===== config.mk =====
export PLATFORM = sky130hd
export DESIGN_NAME = tpc_top
export DESIGN_NICKNAME = d
export VERILOG_FILES = /design/src/verilog/tpc_pkg.sv /design/src/verilog/tpc_sync.sv /design/src/verilog/tpc_top.sv
export SDC_FILE = /design/constraint.sdc
export NUM_CORES = 1
export LEC_CHECK = 0
export BUFFER_PORTS_ARGS = -buffer_cell sky130_fd_sc_hd__buf_4
export CAP_MARGIN = 20
export CORE_MARGIN = 4
export CORE_UTILIZATION = 50
export CTS_CLUSTER_SIZE = 20
export DETAILED_ROUTE_END_ITERATION = 10
export PLACE_DENSITY = 0.72
export SYNTH_ARGS = -nofsm -noshare
export SYNTH_HDL_FRONTEND = slang
export SYNTH_SLANG_ARGS = --single-unit
export TNS_END_PERCENT = 5

===== constraint.sdc =====
create_clock -name hclk -period 2.1 [get_ports hclk]
set_clock_uncertainty 0.1 [all_clocks]
set_input_delay 0.42 -clock hclk [delete_from_list [all_inputs] [get_ports hclk]]
set_output_delay 0.42 -clock hclk [all_outputs]
set_load 0.05 [all_outputs]

===== src/verilog/tpc_pkg.sv =====
package tpc_pkg;

   // Timing
   localparam int CLK_PERIOD_NS      = 10;
   localparam int RESET_CMD_MIN_NS   = 100;
   localparam int RESET_CMD_CYCLES   = (RESET_CMD_MIN_NS + CLK_PERIOD_NS - 1) / CLK_PERIOD_NS;
   localparam int IRQ_PULSE_NS       = 200;
   localparam int IRQ_PULSE_CYCLES   = IRQ_PULSE_NS / CLK_PERIOD_NS;
   localparam int ACK_MIN_NS         = 250;
   localparam int CNT_W              = 5;

   // Register indices; byte address is four times the index
   localparam logic [13:0] IDX_MCFG1   = 14'h0000;
   localparam logic [13:0] IDX_MSTAT   = 14'h0001;
   localparam logic [13:0] IDX_OPSTAT  = 14'h0002;
   localparam logic [13:0] IDX_SWBITS  = 14'h0003;

   // Master configuration 1 fields
   localparam int MCFG1_IRQ_LEVEL = 0;
   localparam logic [31:0] MCFG1_RESET = 32'h0000_0000;

   // Master status fields
   localparam int MSTAT_READY     = 0;
   localparam int MSTAT_TEST      = 1;
   localparam int MSTAT_BUSY_ONLY = 2;
   localparam int MSTAT_MR_LEVEL  = 3;

   // Operational status fields
   localparam int OPSTAT_ADDR_LSB = 0;
   localparam int OPSTAT_PARITY   = 5;
   localparam int OPSTAT_LOCK     = 6;
   localparam int OPSTAT_PAR_ERR  = 7;

   // Status word bits fields
   localparam int SWBITS_SSF      = 0;
   localparam int SWBITS_TRIG     = 1;
   localparam int SWBITS_IRQ      = 2;
   localparam logic [31:0] SWBITS_RESET = 32'h0000_0000;

   // Positions in the synchronised pin vector
   localparam int PIN_W    = 17;
   localparam int PIN_MR   = 0;
   localparam int PIN_TRIG = 1;
   localparam int PIN_BUSY = 2;
   localparam int PIN_LOCK = 3;
   localparam int PIN_PAR  = 4;
   localparam int PIN_SSF  = 5;
   localparam int PIN_ACK  = 6;
   localparam int PIN_BO   = 7;
   localparam int PIN_TEST = 8;
   localparam int PIN_CE_N = 9;
   localparam int PIN_SCK  = 10;
   localparam int PIN_SI   = 11;
   localparam int PIN_ADDR = 12;

   localparam logic [1:0] HTRANS_NONSEQ = 2'h2;
   localparam logic [2:0] HSIZE_WORD    = 3'h2;

endpackage : tpc_pkg


===== src/verilog/tpc_sync.sv =====
`timescale 1ns/100ps
module tpc_sync #(
   parameter int WIDTH = 1
) (
   // Clock and reset
   input  wire logic             clk,
   input  wire logic             rst_n,
   // Data
   input  wire logic [WIDTH-1:0] async_in,
   output logic      [WIDTH-1:0] sync_out
);

   // First stage is read by the second stage only
   logic [WIDTH-1:0] meta_q;

   always_ff @(posedge clk or negedge rst_n) begin
      if (!rst_n) begin
         meta_q   <= '0;
         sync_out <= '0;
      end else begin
         meta_q   <= async_in;
         sync_out <= meta_q;
      end
   end

endmodule : tpc_sync


===== src/verilog/tpc_top.sv =====
// Notes on behaviour
// - Trigger input active high, level exported
// - Busy-only mode pin sampled at reset
// - Busy-only: busy status, no data, no interrupts
// - Lock pin captured on master reset rise
// - Locked: host writes to address ignored
// - Unlocked: host rewrites address, parity, lock
// - Reset command output low at least 100ns
// - Subsystem fail is pin OR register bit
// - Interrupt output asserted per enabled event
// - Config bit picks pulse or level interrupt
// - Level held until acknowledge pulse, 250ns min
// - Acknowledge ignored in pulse mode
// - Address captured at reset; register is active
// - Byte-order pin picks serial byte order
// - Test pin runs self-test
// - Serial port slave, gated by chip select
// - Serial output released when not shifting
// - Not ready: reads return master status
// - Master reset active low, capture on rise
`timescale 1ns/100ps
module tpc_top (
   // Clock and reset
   input  wire logic        hclk,
   input  wire logic        hresetn,
   // AHB-Lite slave
   input  wire logic        hsel,
   input  wire logic [31:0] haddr,
   input  wire logic [1:0]  htrans,
   input  wire logic        hwrite,
   input  wire logic [2:0]  hsize,
   input  wire logic        hready,
   input  wire logic [31:0] hwdata,
   output logic      [31:0] hrdata,
   output logic             hreadyout,
   output logic             hresp,
   // Device pins
   input  wire logic        master_reset_n,
   input  wire logic        controller_trigger_in,
   input  wire logic        busy_only_mode_in,
   input  wire logic        address_lock_in,
   input  wire logic [4:0]  terminal_address_in,
   input  wire logic        terminal_address_parity_in,
   input  wire logic        subsystem_fail_in,
   input  wire logic        interrupt_ack_in,
   input  wire logic        byte_order_select,
   input  wire logic        test_enable_in,
   output logic             irq_n_o,
   output logic             irq_n_oe,
   output logic             reset_cmd_seen_n_o,
   output logic             reset_cmd_seen_n_oe,
   output logic             ready,
   // Serial host port
   input  wire logic        spi_ce_n,
   input  wire logic        spi_sck,
   input  wire logic        spi_si,
   output logic             spi_so,
   output logic             spi_so_oe,
   // Terminal core side
   input  wire logic        irq_event,
   input  wire logic        reset_terminal_mode_command,
   input  wire logic        init_busy,
   input  wire logic [15:0] spi_tx_word,
   input  wire logic        spi_tx_en,
   output logic             trigger_level,
   output logic             busy_only,
   output logic             status_subsystem_fail,
   output logic      [4:0]  terminal_address,
   output logic             terminal_enable,
   output logic             self_test_run,
   output logic      [15:0] spi_rx_word,
   output logic             spi_rx_valid
);

   function automatic logic [31:0] reg_addr(input logic [13:0] idx);
      reg_addr = {16'h0000, idx, 2'b00};
   endfunction : reg_addr

   // Serial order word to storage order and back; the swap is its own inverse
   function automatic logic [15:0] order_word(input logic [15:0] w, input logic big);
      order_word = big ? w : {w[7:0], w[15:8]};
   endfunction : order_word

   // Pin synchronisers
   logic [tpc_pkg::PIN_W-1:0] pins_s;

   tpc_sync #(.WIDTH(tpc_pkg::PIN_W)) u_sync (
      .clk      (hclk),
      .rst_n    (hresetn),
      .async_in ({terminal_address_in, spi_si, spi_sck, spi_ce_n, test_enable_in,
                  byte_order_select, interrupt_ack_in, subsystem_fail_in,
                  terminal_address_parity_in, address_lock_in, busy_only_mode_in,
                  controller_trigger_in, master_reset_n}),
      .sync_out (pins_s)
   );

   wire mr_s   = pins_s[tpc_pkg::PIN_MR];
   wire trig_s = pins_s[tpc_pkg::PIN_TRIG];
   wire ack_s  = pins_s[tpc_pkg::PIN_ACK];
   wire ssf_s  = pins_s[tpc_pkg::PIN_SSF];
   wire bo_s   = pins_s[tpc_pkg::PIN_BO];
   wire test_s = pins_s[tpc_pkg::PIN_TEST];
   wire ce_s   = ~pins_s[tpc_pkg::PIN_CE_N];
   wire sck_s  = pins_s[tpc_pkg::PIN_SCK];
   wire si_s   = pins_s[tpc_pkg::PIN_SI];

   // Edge detectors on synchronised levels
   logic mr_prev_q, ack_prev_q, sck_prev_q;
   wire  mr_rise  = mr_s & ~mr_prev_q;
   wire  ack_rise = ack_s & ~ack_prev_q;
   wire  sck_rise = sck_s & ~sck_prev_q;
   wire  sck_fall = ~sck_s & sck_prev_q;

   always_ff @(posedge hclk or negedge hresetn) begin
      if (!hresetn) begin
         mr_prev_q  <= 1'b0;
         ack_prev_q <= 1'b0;
         sck_prev_q <= 1'b0;
      end else begin
         mr_prev_q  <= mr_s;
         ack_prev_q <= ack_s;
         sck_prev_q <= sck_s;
      end
   end

   // AHB-Lite address phase capture; zero wait state slave
   logic        wr_pend_q;
   logic [31:0] wr_addr_q;
   logic [31:0] mcfg1_q, swbits_q;
   logic [4:0]  addr_q;
   logic        par_q, lock_q, busy_only_q;

   wire  access   = hsel & hready & (htrans == tpc_pkg::HTRANS_NONSEQ);
   wire  rd_req   = access & ~hwrite;
   wire  wr_req   = access & hwrite & (hsize == tpc_pkg::HSIZE_WORD) & ready;
   wire  irq_lvl  = mcfg1_q[tpc_pkg::MCFG1_IRQ_LEVEL];
   wire  par_err  = ~(^{addr_q, par_q});
   wire  wr_op    = wr_pend_q & (wr_addr_q == reg_addr(tpc_pkg::IDX_OPSTAT));
   wire  irq_act;

   wire [31:0] mstat_v = {28'h0000000, mr_s, busy_only_q, test_s, ready};
   wire [31:0] opstat_v = {24'h000000, par_err, lock_q, par_q, addr_q};
   wire [31:0] swbits_v = {29'h00000000, irq_act, trig_s, swbits_q[tpc_pkg::SWBITS_SSF]};

   // Not ready: every read answers with master status
   wire [31:0] rd_data =
      !ready                                ? mstat_v :
      haddr == reg_addr(tpc_pkg::IDX_MCFG1)  ? mcfg1_q :
      haddr == reg_addr(tpc_pkg::IDX_MSTAT)  ? mstat_v :
      haddr == reg_addr(tpc_pkg::IDX_OPSTAT) ? opstat_v :
      haddr == reg_addr(tpc_pkg::IDX_SWBITS) ? swbits_v : 32'h0000_0000;

   always_ff @(posedge hclk or negedge hresetn) begin
      if (!hresetn) begin
         wr_pend_q <= 1'b0;
         wr_addr_q <= 32'h0000_0000;
         hrdata    <= 32'h0000_0000;
         hreadyout <= 1'b0;
         hresp     <= 1'b0;
      end else begin
         wr_pend_q <= wr_req;
         wr_addr_q <= haddr;
         hreadyout <= 1'b1;
         hresp     <= 1'b0;
         if (rd_req) begin
            hrdata <= rd_data;
         end
      end
   end

   // Writable registers
   always_ff @(posedge hclk or negedge hresetn) begin
      if (!hresetn) begin
         mcfg1_q  <= tpc_pkg::MCFG1_RESET;
         swbits_q <= tpc_pkg::SWBITS_RESET;
      end else if (wr_pend_q) begin
         if (wr_addr_q == reg_addr(tpc_pkg::IDX_MCFG1)) begin
            mcfg1_q <= {31'h00000000, hwdata[tpc_pkg::MCFG1_IRQ_LEVEL]};
         end
         if (wr_addr_q == reg_addr(tpc_pkg::IDX_SWBITS)) begin
            swbits_q <= {31'h00000000, hwdata[tpc_pkg::SWBITS_SSF]};
         end
      end
   end

   // Straps caught on master reset rise; register then owns the address
   always_ff @(posedge hclk or negedge hresetn) begin
      if (!hresetn) begin
         addr_q      <= 5'h00;
         par_q       <= 1'b0;
         lock_q      <= 1'b0;
         busy_only_q <= 1'b0;
      end else if (mr_rise) begin
         addr_q      <= pins_s[tpc_pkg::PIN_ADDR +: 5];
         par_q       <= pins_s[tpc_pkg::PIN_PAR];
         lock_q      <= pins_s[tpc_pkg::PIN_LOCK];
         busy_only_q <= pins_s[tpc_pkg::PIN_BUSY];
      end else if (wr_op && !lock_q) begin
         addr_q <= hwdata[tpc_pkg::OPSTAT_ADDR_LSB +: 5];
         par_q  <= hwdata[tpc_pkg::OPSTAT_PARITY];
         lock_q <= hwdata[tpc_pkg::OPSTAT_LOCK];
      end
   end

   // Interrupt output; busy-only mode suppresses events
   logic             irq_q;
   logic [tpc_pkg::CNT_W-1:0] irq_cnt_q;
   wire  irq_set   = irq_event & ~busy_only_q;
   wire  irq_clr   = irq_lvl & ack_rise;
   wire  pulse_end = ~irq_lvl & (irq_cnt_q == tpc_pkg::CNT_W'(1));
   assign irq_act  = irq_q;

   always_ff @(posedge hclk or negedge hresetn) begin
      if (!hresetn) begin
         irq_q     <= 1'b0;
         irq_cnt_q <= '0;
      end else if (irq_set) begin
         irq_q     <= 1'b1;
         irq_cnt_q <= tpc_pkg::CNT_W'(tpc_pkg::IRQ_PULSE_CYCLES);
      end else if (irq_clr || pulse_end) begin
         irq_q     <= 1'b0;
         irq_cnt_q <= '0;
      end else if (irq_cnt_q != '0) begin
         irq_cnt_q <= irq_cnt_q - 1'b1;
      end
   end

   // Reset command pulse; only the bus reset clears it, master reset does not
   logic [tpc_pkg::CNT_W-1:0] rcmd_cnt_q;
   always_ff @(posedge hclk or negedge hresetn) begin
      if (!hresetn) begin
         rcmd_cnt_q <= '0;
      end else if (reset_terminal_mode_command) begin
         rcmd_cnt_q <= tpc_pkg::CNT_W'(tpc_pkg::RESET_CMD_CYCLES);
      end else if (rcmd_cnt_q != '0) begin
         rcmd_cnt_q <= rcmd_cnt_q - 1'b1;
      end
   end

   // Serial slave port, mode 0: sample on rising, shift on falling
   logic [15:0] rx_sh_q, tx_sh_q;
   logic [3:0]  bit_cnt_q;
   wire  [15:0] rx_next = {rx_sh_q[14:0], si_s};

   always_ff @(posedge hclk or negedge hresetn) begin
      if (!hresetn) begin
         rx_sh_q      <= 16'h0000;
         tx_sh_q      <= 16'h0000;
         bit_cnt_q    <= 4'h0;
         spi_rx_word  <= 16'h0000;
         spi_rx_valid <= 1'b0;
      end else begin
         spi_rx_valid <= 1'b0;
         if (!ce_s) begin
            bit_cnt_q <= 4'h0;
            tx_sh_q   <= order_word(spi_tx_word, bo_s);
         end else if (sck_rise) begin
            rx_sh_q   <= rx_next;
            bit_cnt_q <= bit_cnt_q + 4'h1;
            if (bit_cnt_q == 4'hf) begin
               spi_rx_word  <= order_word(rx_next, bo_s);
               spi_rx_valid <= 1'b1;
               tx_sh_q      <= order_word(spi_tx_word, bo_s);
            end
         end else if (sck_fall && bit_cnt_q != 4'h0) begin
            tx_sh_q <= {tx_sh_q[14:0], 1'b0};
         end
      end
   end

   // Registered pins and core outputs
   always_ff @(posedge hclk or negedge hresetn) begin
      if (!hresetn) begin
         irq_n_o               <= 1'b1;
         irq_n_oe              <= 1'b0;
         reset_cmd_seen_n_o    <= 1'b1;
         reset_cmd_seen_n_oe   <= 1'b0;
         ready                 <= 1'b0;
         spi_so                <= 1'b0;
         spi_so_oe             <= 1'b0;
         trigger_level         <= 1'b0;
         busy_only             <= 1'b0;
         status_subsystem_fail <= 1'b0;
         terminal_address      <= 5'h00;
         terminal_enable       <= 1'b0;
         self_test_run         <= 1'b0;
      end else begin
         irq_n_o               <= ~irq_q;
         irq_n_oe              <= irq_q;
         reset_cmd_seen_n_o    <= rcmd_cnt_q == '0;
         reset_cmd_seen_n_oe   <= rcmd_cnt_q != '0;
         ready                 <= mr_s & ~test_s & ~init_busy;
         spi_so                <= tx_sh_q[15];
         spi_so_oe             <= ce_s & spi_tx_en;
         trigger_level         <= trig_s;
         busy_only             <= busy_only_q;
         status_subsystem_fail <= ssf_s | swbits_q[tpc_pkg::SWBITS_SSF];
         terminal_address      <= addr_q;
         terminal_enable       <= ~par_err;
         self_test_run         <= test_s;
      end
   end

   // Checks
   property p_rcmd_width;
      @(posedge hclk) disable iff (!hresetn)
      $rose(reset_cmd_seen_n_oe) |-> reset_cmd_seen_n_oe[*8] ##1 reset_cmd_seen_n_oe;
   endproperty
   a_rcmd_width: assert property (p_rcmd_width) else $error("reset cmd pulse short");

   property p_lock_hold;
      @(posedge hclk) disable iff (!hresetn)
      wr_op && lock_q && !mr_rise |=> $stable(addr_q) && lock_q;
   endproperty
   a_lock_hold: assert property (p_lock_hold) else $error("locked address changed");

   property p_unlock_write;
      @(posedge hclk) disable iff (!hresetn)
      wr_op && !lock_q && !mr_rise |=> addr_q == $past(hwdata[4:0]);
   endproperty
   a_unlock_write: assert property (p_unlock_write) else $error("address not written");

   property p_level_hold;
      @(posedge hclk) disable iff (!hresetn)
      irq_q && irq_lvl && !ack_rise |=> irq_q;
   endproperty
   a_level_hold: assert property (p_level_hold) else $error("level irq dropped");

   property p_ack_clear;
      @(posedge hclk) disable iff (!hresetn)
      irq_q && irq_lvl && ack_rise && !irq_set |=> !irq_q ##1 irq_n_o;
   endproperty
   a_ack_clear: assert property (p_ack_clear) else $error("ack did not release irq");

   property p_pulse_len;
      @(posedge hclk) disable iff (!hresetn)
      $rose(irq_q) && !irq_lvl |-> irq_q[*8];
   endproperty
   a_pulse_len: assert property (p_pulse_len) else $error("pulse cut short");

   property p_ssf;
      @(posedge hclk) disable iff (!hresetn)
      ##1 status_subsystem_fail == ($past(ssf_s) | $past(swbits_q[0]));
   endproperty
   a_ssf: assert property (p_ssf) else $error("subsystem fail mismatch");

   property p_busy_read;
      @(posedge hclk) disable iff (!hresetn)
      rd_req && !ready |=> hrdata == $past(mstat_v);
   endproperty
   a_busy_read: assert property (p_busy_read) else $error("not-ready read wrong");

   property p_busy_no_irq;
      @(posedge hclk) disable iff (!hresetn)
      busy_only_q && !irq_q |=> !irq_q;
   endproperty
   a_busy_no_irq: assert property (p_busy_no_irq) else $error("irq in busy-only");

   property p_so_release;
      @(posedge hclk) disable iff (!hresetn)
      !ce_s |=> !spi_so_oe;
   endproperty
   a_so_release: assert property (p_so_release) else $error("so driven idle");

   c_level_ack: cover property (@(posedge hclk) disable iff (!hresetn) irq_clr && irq_q);
   c_rcmd: cover property (@(posedge hclk) disable iff (!hresetn) $fell(reset_cmd_seen_n_oe));
   c_rx_word: cover property (@(posedge hclk) disable iff (!hresetn) spi_rx_valid);

endmodule : tpc_top


==> impl_metrics.py, run 1 <==
metrics = {
    "run_status": {
        "status": "completed",
    },
    "drt": {
        "wl_per_cell_um": 15.9,
        "drtIter0Drc": 232,
        "drc": 0,
        "drt_wl_total_mm": 14.4,
        "via_count": 4559,
        "drtPass1Iterations": 4,
        "final_antenna_net_count": 0,
        "viasPerCell": 5.04,
    },
    "critical_path": {
        "required_ps": 2310,
        "cp_num_buf_inv": 3,
        "crit_path_max_incr_delay_ps": 550,
        "critPathMostFrequentCell": "buf_4",
        "cp_max_fo": 5,
        "slowest_stage": "dlygate4sd3_1",
        "endpoint_kind": "flip-flop",
        "crit_family": "buffers and inverters",
        "critPathLaunchType": "input pin",
        "worstPathCellList": "dlygate4sd3_1 -> buf_4 -> nor4_1 -> nand4_1 -> buf_4 -> or2_4 -> o41ai_2",
        "timing_worst_setup_path_type": "in2reg",
        "cp_data_arrival_time_ps": 2280,
    },
    "cells_and_area": {
        "area_growth_pct": 31.6,
        "final_common_cell": "dfrtp_1",
        "drive_gt1_share_pct": 31.6,
        "nFillCells": 952,
        "nNetsFinal": 834,
        "utilization_pct": 67.3,
        "seq_area_mm2": 0.00423,
        "multi_input_area_mm2": 0.00230,
        "diodes": 0,
        "final_cell_mix": "167 x dfrtp_1, 139 x buf_4, 65 x nand2_1",
    },
    "sta": {
        "fin_crit_ps": 2070,
        "fmax_ghz": 0.483,
        "final-max-slew-violation-count": 0,
        "hold_viol_final": 0,
        "slew_headroom_pct": 62.8,
        "period_share_pct": 98.6,
        "finalSetupViolations": 0,
        "tightest_slew_ps": 556,
    },
    "global_routing": {
        "grt_pass1_vias": 4757,
        "grt-busiest-layer": "met2",
        "grt_usage_pct": 18.6,
        "grt_pass1_wl_mm": 23.3,
        "met1_usage_pct": 22.6,
        "met3_usage_pct": 5.66,
        "grt_max_degree": 56,
        "met2_usage_pct": 31.3,
        "antenna_found_initial": 0,
        "grt_overflow": 0,
    },
    "yosys": {
        "synth_area_mm2": 0.00680,
        "synth_area_leaders": "dfrtp_1 61%, mux2_2 5.5%, mux2i_1 5.0%",
        "async_flop_share_pct": 100,
        "synth.avg_cell_area_um2": 12.7,
        "synth_seq_cells": 169,
        "synth_top_cell_by_area": "dfrtp_1",
        "synth.distinct_cells": 54,
        "synth_seq_area_share_pct": 62.3,
        "yosys_warnings": 0,
        "synth_edf_count": 0,
        "ys.flop_type": "dfrtp_1",
        "synth_top_area_share_pct": 61.5,
        "netlist_instances": 536,
    },
    "floorplanning": {
        "fp.dieH_um": 125,
        "die_area_mm2": 0.0155,
        "die_w_um": 125,
        "fp-row-count": 42,
        "ios": 179,
        "placeableCoreArea_mm2": 0.0133,
        "start_util_pct": 51.1,
    },
    "power_and_ir_drop": {
        "power_density_mw_per_mm2": 946,
        "power_mw": 8.46,
        "p_leak_nw": 4.22,
        "vdd_ir_drop_max_mv": 0.687,
    },
    "clocking": {
        "cts-root-buf": "clkbuf_16",
        "htreeDepth": 4,
        "clk_pin_slew_worst_paths_ps": 60,
        "cts_tree": "built",
        "cts_sinks": 169,
        "numCtsBuffers": 17,
        "clk_latency_ps": 420,
        "clockBufferDepth": 2,
    },
    "min_path": {
        "hold_path.class": "in2reg",
    },
    "placement": {
        "dp_hpwl_mm": 9.97,
        "io_buffers": 128,
        "globalplace.congestion": 0.794,
    },
    "run": {
        "max_cap_viol_count": 0,
    },
}
-- area by class of cell --
type                       instances  share of cell area (%)
tap                              176                    2.46
timing repair buffer             181                    16.7
clock inverter                    10                    1.85
multi-input combinational        333                    25.8
inverter                          14                   0.588
sequential                       169                    47.3
clock buffer                      22                    5.30
-- final timing paths --
kind                                   from                  end  slack (ps)  cells after the start
hold / removal                    haddr[25]        wr_addr_q[25]          20                      1
setup reg to reg              wr_addr_q[21]          swbits_q[0]         100                      4
min in group asynchronous           hresetn        wr_addr_q[11]         430                      2
setup / recovery                   haddr[7]            hrdata[7]          30                      7
hold reg to reg            u_sync.meta_q[5]   u_sync.sync_out[5]         250                      0
max in group asynchronous           hresetn  terminal_address[4]         780                      3
-- Yosys cell counts, drive strengths merged, types with 4 or more instances --
| library cell | instances |
|---|---|
| dfrtp | 167 |
| nand2 | 65 |
| o21ai | 41 |
| buf | 40 |
| mux2 | 35 |
| mux2i | 34 |
| nor2 | 22 |
| nor4 | 17 |
| inv | 14 |
| a21oi | 7 |
| ha | 7 |
| nand4 | 7 |
| nor3 | 7 |
| xnor2 | 7 |
| a31oi | 6 |
| o31ai | 6 |
| nor2b | 5 |
| a211o | 4 |
| clkbuf | 4 |
| xor2 | 4 |
-- flip-flops by register name, indices dropped and copies added (netlist names), 4 cells and up --
| register | count |
|---|---|
| spi_rx_word | 16 |
| u_sync.sync_out | 17 |
| rx_sh_q | 15 |
| bit_cnt_q | 4 |
| terminal_address | 5 |
| addr_q | 5 |
| hrdata | 8 |
| tx_sh_q | 16 |
| irq_cnt_q | 5 |
| wr_addr_q | 32 |
| u_sync.meta_q | 17 |
| rcmd_cnt_q | 5 |
-- what timing repair did --
action                                 in CTS  in global routing
setup buffers                               0                  1
gates resized for setup                     0                  1
setup endpoints to repair                   0                  7
hold buffers                               26                 12
endpoints found under the hold margin      74                 12
-- through the flow --
stage               setup WS, ps  TNS [ps]  hold WS, ps  area [um2]  cells
CTS                         37.5         0       0.0526        8810    892
global placement             120         0          233        7910    834
finish                      30.1         0         16.3        8940    905
detailed placement          37.7         0          236        7910    834
global route               -25.0     -54.6        0.450        8940    905
floorplan                    225         0         24.4        6890    560
-- kinds of logic (layout without fill, tap and decap cells) --
group                    after synthesis  after routing  synth area share [%]
AO/OA/AOI/OAI                         77             77                  7.51
XOR/XNOR                              11             11                  1.42
adder cells (fa/ha/maj)                7              7                  1.29
buffers and inverters                 58            227                  5.25
flip-flops                           169            169                  62.3
multiplexers                          69             69                  10.9
other                                  2             26                 0.110
AND/OR/NAND/NOR                      143            143                  11.3
-- routing by layer --
layer | up-vias | routed length [um]
met1 | 2245 | 5960
met3 | 22 | 731
met4 | 0 | 282
li1 | 2179 | -
met5 | - | 0
met2 | 113 | 7440
-- power by group --
group / switching (mW) / leakage [nW] / internal, mW
Sequential: 0.235 / 2.07 / 3.58
Clock: 1.24 / 0.303 / 2.09
Combinational: 0.746 / 1.85 / 0.572
Total: 2.22 / 4.22 / 6.24
(Power assumes the default switching activity.)
==> run 2: changes to the inputs <==
Settings changed: BUFFER_PORTS_ARGS -buffer_cell sky130_fd_sc_hd__buf_4 to not set, CORE_ASPECT_RATIO set to 0.8, DONT_BUFFER_PORTS set to 1, PLACE_DENSITY 0.72 to 0.61.
==> impl_metrics.py, run 2 (same netlist as run 1, synthesis figures left out) <==
metrics = {
    "cells_and_area": {
        "largest-register": "wr_addr_q",
        "reg_top3": "wr_addr_q x32, u_sync.meta_q x17, u_sync.sync_out x17",
        "multi_input_area_mm2": 0.00230,
        "design_area_mm2": 0.00807,
        "diodes": 0,
        "largest_register_ffs": 32,
        "nNetsFinal": 720,
        "nFillCells": 1040,
        "drive_gt1_share_pct": 16.7,
        "seq_area_mm2": 0.00423,
        "final_common_cell": "dfrtp_1",
        "final_cell_mix": "167 x dfrtp_1, 65 x nand2_1, 51 x dlygate4sd3_1",
        "area_growth_pct": 18.7,
    },
    "clocking": {
        "numCtsBuffers": 17,
        "clk_pin_slew_worst_paths_ps": 70,
        "postCtsSetupBuffers": 0,
        "htreeDepth": 4,
        "cts_sinks": 169,
        "cts-root-buf": "clkbuf_16",
        "clockBufferDepth": 2,
        "postCtsHoldBufs": 51,
        "cts_tree": "built",
        "clk_latency_ps": 430,
    },
    "power_and_ir_drop": {
        "vdd_ir_drop_max_mv": 0.585,
        "power_density_mw_per_mm2": 1010,
        "p_leak_nw": 3.63,
    },
    "sta": {
        "fin_crit_ps": 1970,
        "finalSetupViolations": 0,
        "final-max-slew-violation-count": 0,
        "fmax_ghz": 0.508,
        "tightest_slew_ps": 645,
        "hold_viol_final": 169,
        "rsz0062_at_grt": "false",
        "slew_headroom_pct": 56.9,
        "period_share_pct": 93.8,
        "holdWs_ps": -415,
        "setup_tns_ps": 0,
    },
    "critical_path": {
        "cp_max_fo": 7,
        "crit_family": "simple AND/OR/NAND/NOR gates",
        "cp_data_arrival_time_ps": 2180,
        "slowest_stage": "nor4_1",
        "cp_num_buf_inv": 1,
        "required_ps": 2310,
        "worstPathCellList": "nor4_1 -> buf_4 -> and4_2 -> nand4_2 -> mux2_4",
        "endpoint_kind": "flip-flop",
        "crit_path_max_incr_delay_ps": 390,
        "critPathLaunchType": "flip-flop",
        "timing_worst_setup_path_type": "reg2reg",
    },
    "drt": {
        "viasPerCell": 5.24,
        "drc": 0,
        "via_count": 4140,
        "drtIter0Drc": 218,
        "drtPass1Iterations": 4,
        "final_antenna_net_count": 0,
        "wl_per_cell_um": 17.9,
        "drt_wl_total_mm": 14.1,
    },
    "global_routing": {
        "grt_usage_pct": 18.8,
        "antenna_found_initial": 0,
        "grt_pass1_vias": 4446,
        "grt_pass1_wl_mm": 22.9,
        "grt_max_degree": 170,
        "grt_overflow": 0,
    },
    "floorplanning": {
        "die_w_um": 138,
        "fp.dieH_um": 112,
        "placeableCoreArea_mm2": 0.0131,
        "ios": 179,
        "die_area_mm2": 0.0155,
        "start_util_pct": 51.9,
        "fp-row-count": 37,
    },
    "run_status": {
        "status": "finished, violations left",
        "violations": "hold timing",
    },
    "min_path": {
        "hold_path.class": "in2async",
    },
    "placement": {
        "dp_hpwl_mm": 9.47,
        "placed_cell_area_mm2": 0.00693,
        "globalplace.congestion": 0.849,
        "io_buffers": 0,
    },
    "run": {
        "max_cap_viol_count": 0,
    },
}
## run 2: metrics by stage
| stage | total power, mW | cells | util (%) | hold WS (ps) | setup WS [ps] |
|---|---|---|---|---|---|
| after floorplan | 4.69 | 560 | - | 24.4 | 225 |
| after global placement | 4.80 | 707 | 52.9 | 28.1 | 85.9 |
| after detailed placement | 4.84 | 707 | 52.9 | 29.6 | 75.5 |
| after CTS | 8.21 | 790 | 61.6 | -434 | 51.7 |
| after global routing | 8.50 | 790 | 61.6 | -443 | 18.1 |
| final | 8.14 | 790 | 61.6 | -415 | 130 |
## run 2: repair_timing
action | CTS | global route
endpoints found under the setup margin | 0 | 1
resized for setup | 0 | 1
hold endpoints to repair | 224 | 169
## run 2: path summary, 6_finish.rpt
path / startpoint / endpoint / slack (ps) / cells after the start
min reg2reg: u_sync.meta_q[10] / u_sync.sync_out[10] / 250 / 0
min: hresetn / spi_rx_word[11] / -420 / 0
min in group hclk: hwdata[0] / mcfg1_q[0] / 20 / 1
max in group asynchronous: hresetn / irq_n_o / 1980 / 0
max: wr_addr_q[25] / swbits_q[0] / 130 / 5
max reg2reg: wr_addr_q[25] / swbits_q[0] / 130 / 5
## run 2: final cells by class
| type | count | area share [%] |
|---|---|---|
| clock buffer | 20 | 5.54 |
| clock inverter | 12 | 2.16 |
| inverter | 14 | 0.651 |
| multi-input combinational | 333 | 28.5 |
| sequential | 169 | 52.5 |
| tap | 175 | 2.71 |
| timing repair buffer | 67 | 7.97 |
## run 2: metal layers
layer	up-vias	GRT usage, %	routed length (um)	part of all wire (%)
met5	-	0	0	0
met4	0	7.11	311	2.2
met3	24	7.33	1020	7.2
met2	166	29.0	6430	45
met1	2004	24.4	6380	45
li1	1946	-	-	-
## run 2: where the power goes
| group | internal, mW | switching (mW) |
|---|---|---|
| registers | 3.58 | 0.440 |
| clock network | 2.02 | 1.26 |
| logic | 0.414 | 0.433 |
| total | 6.01 | 2.14 |
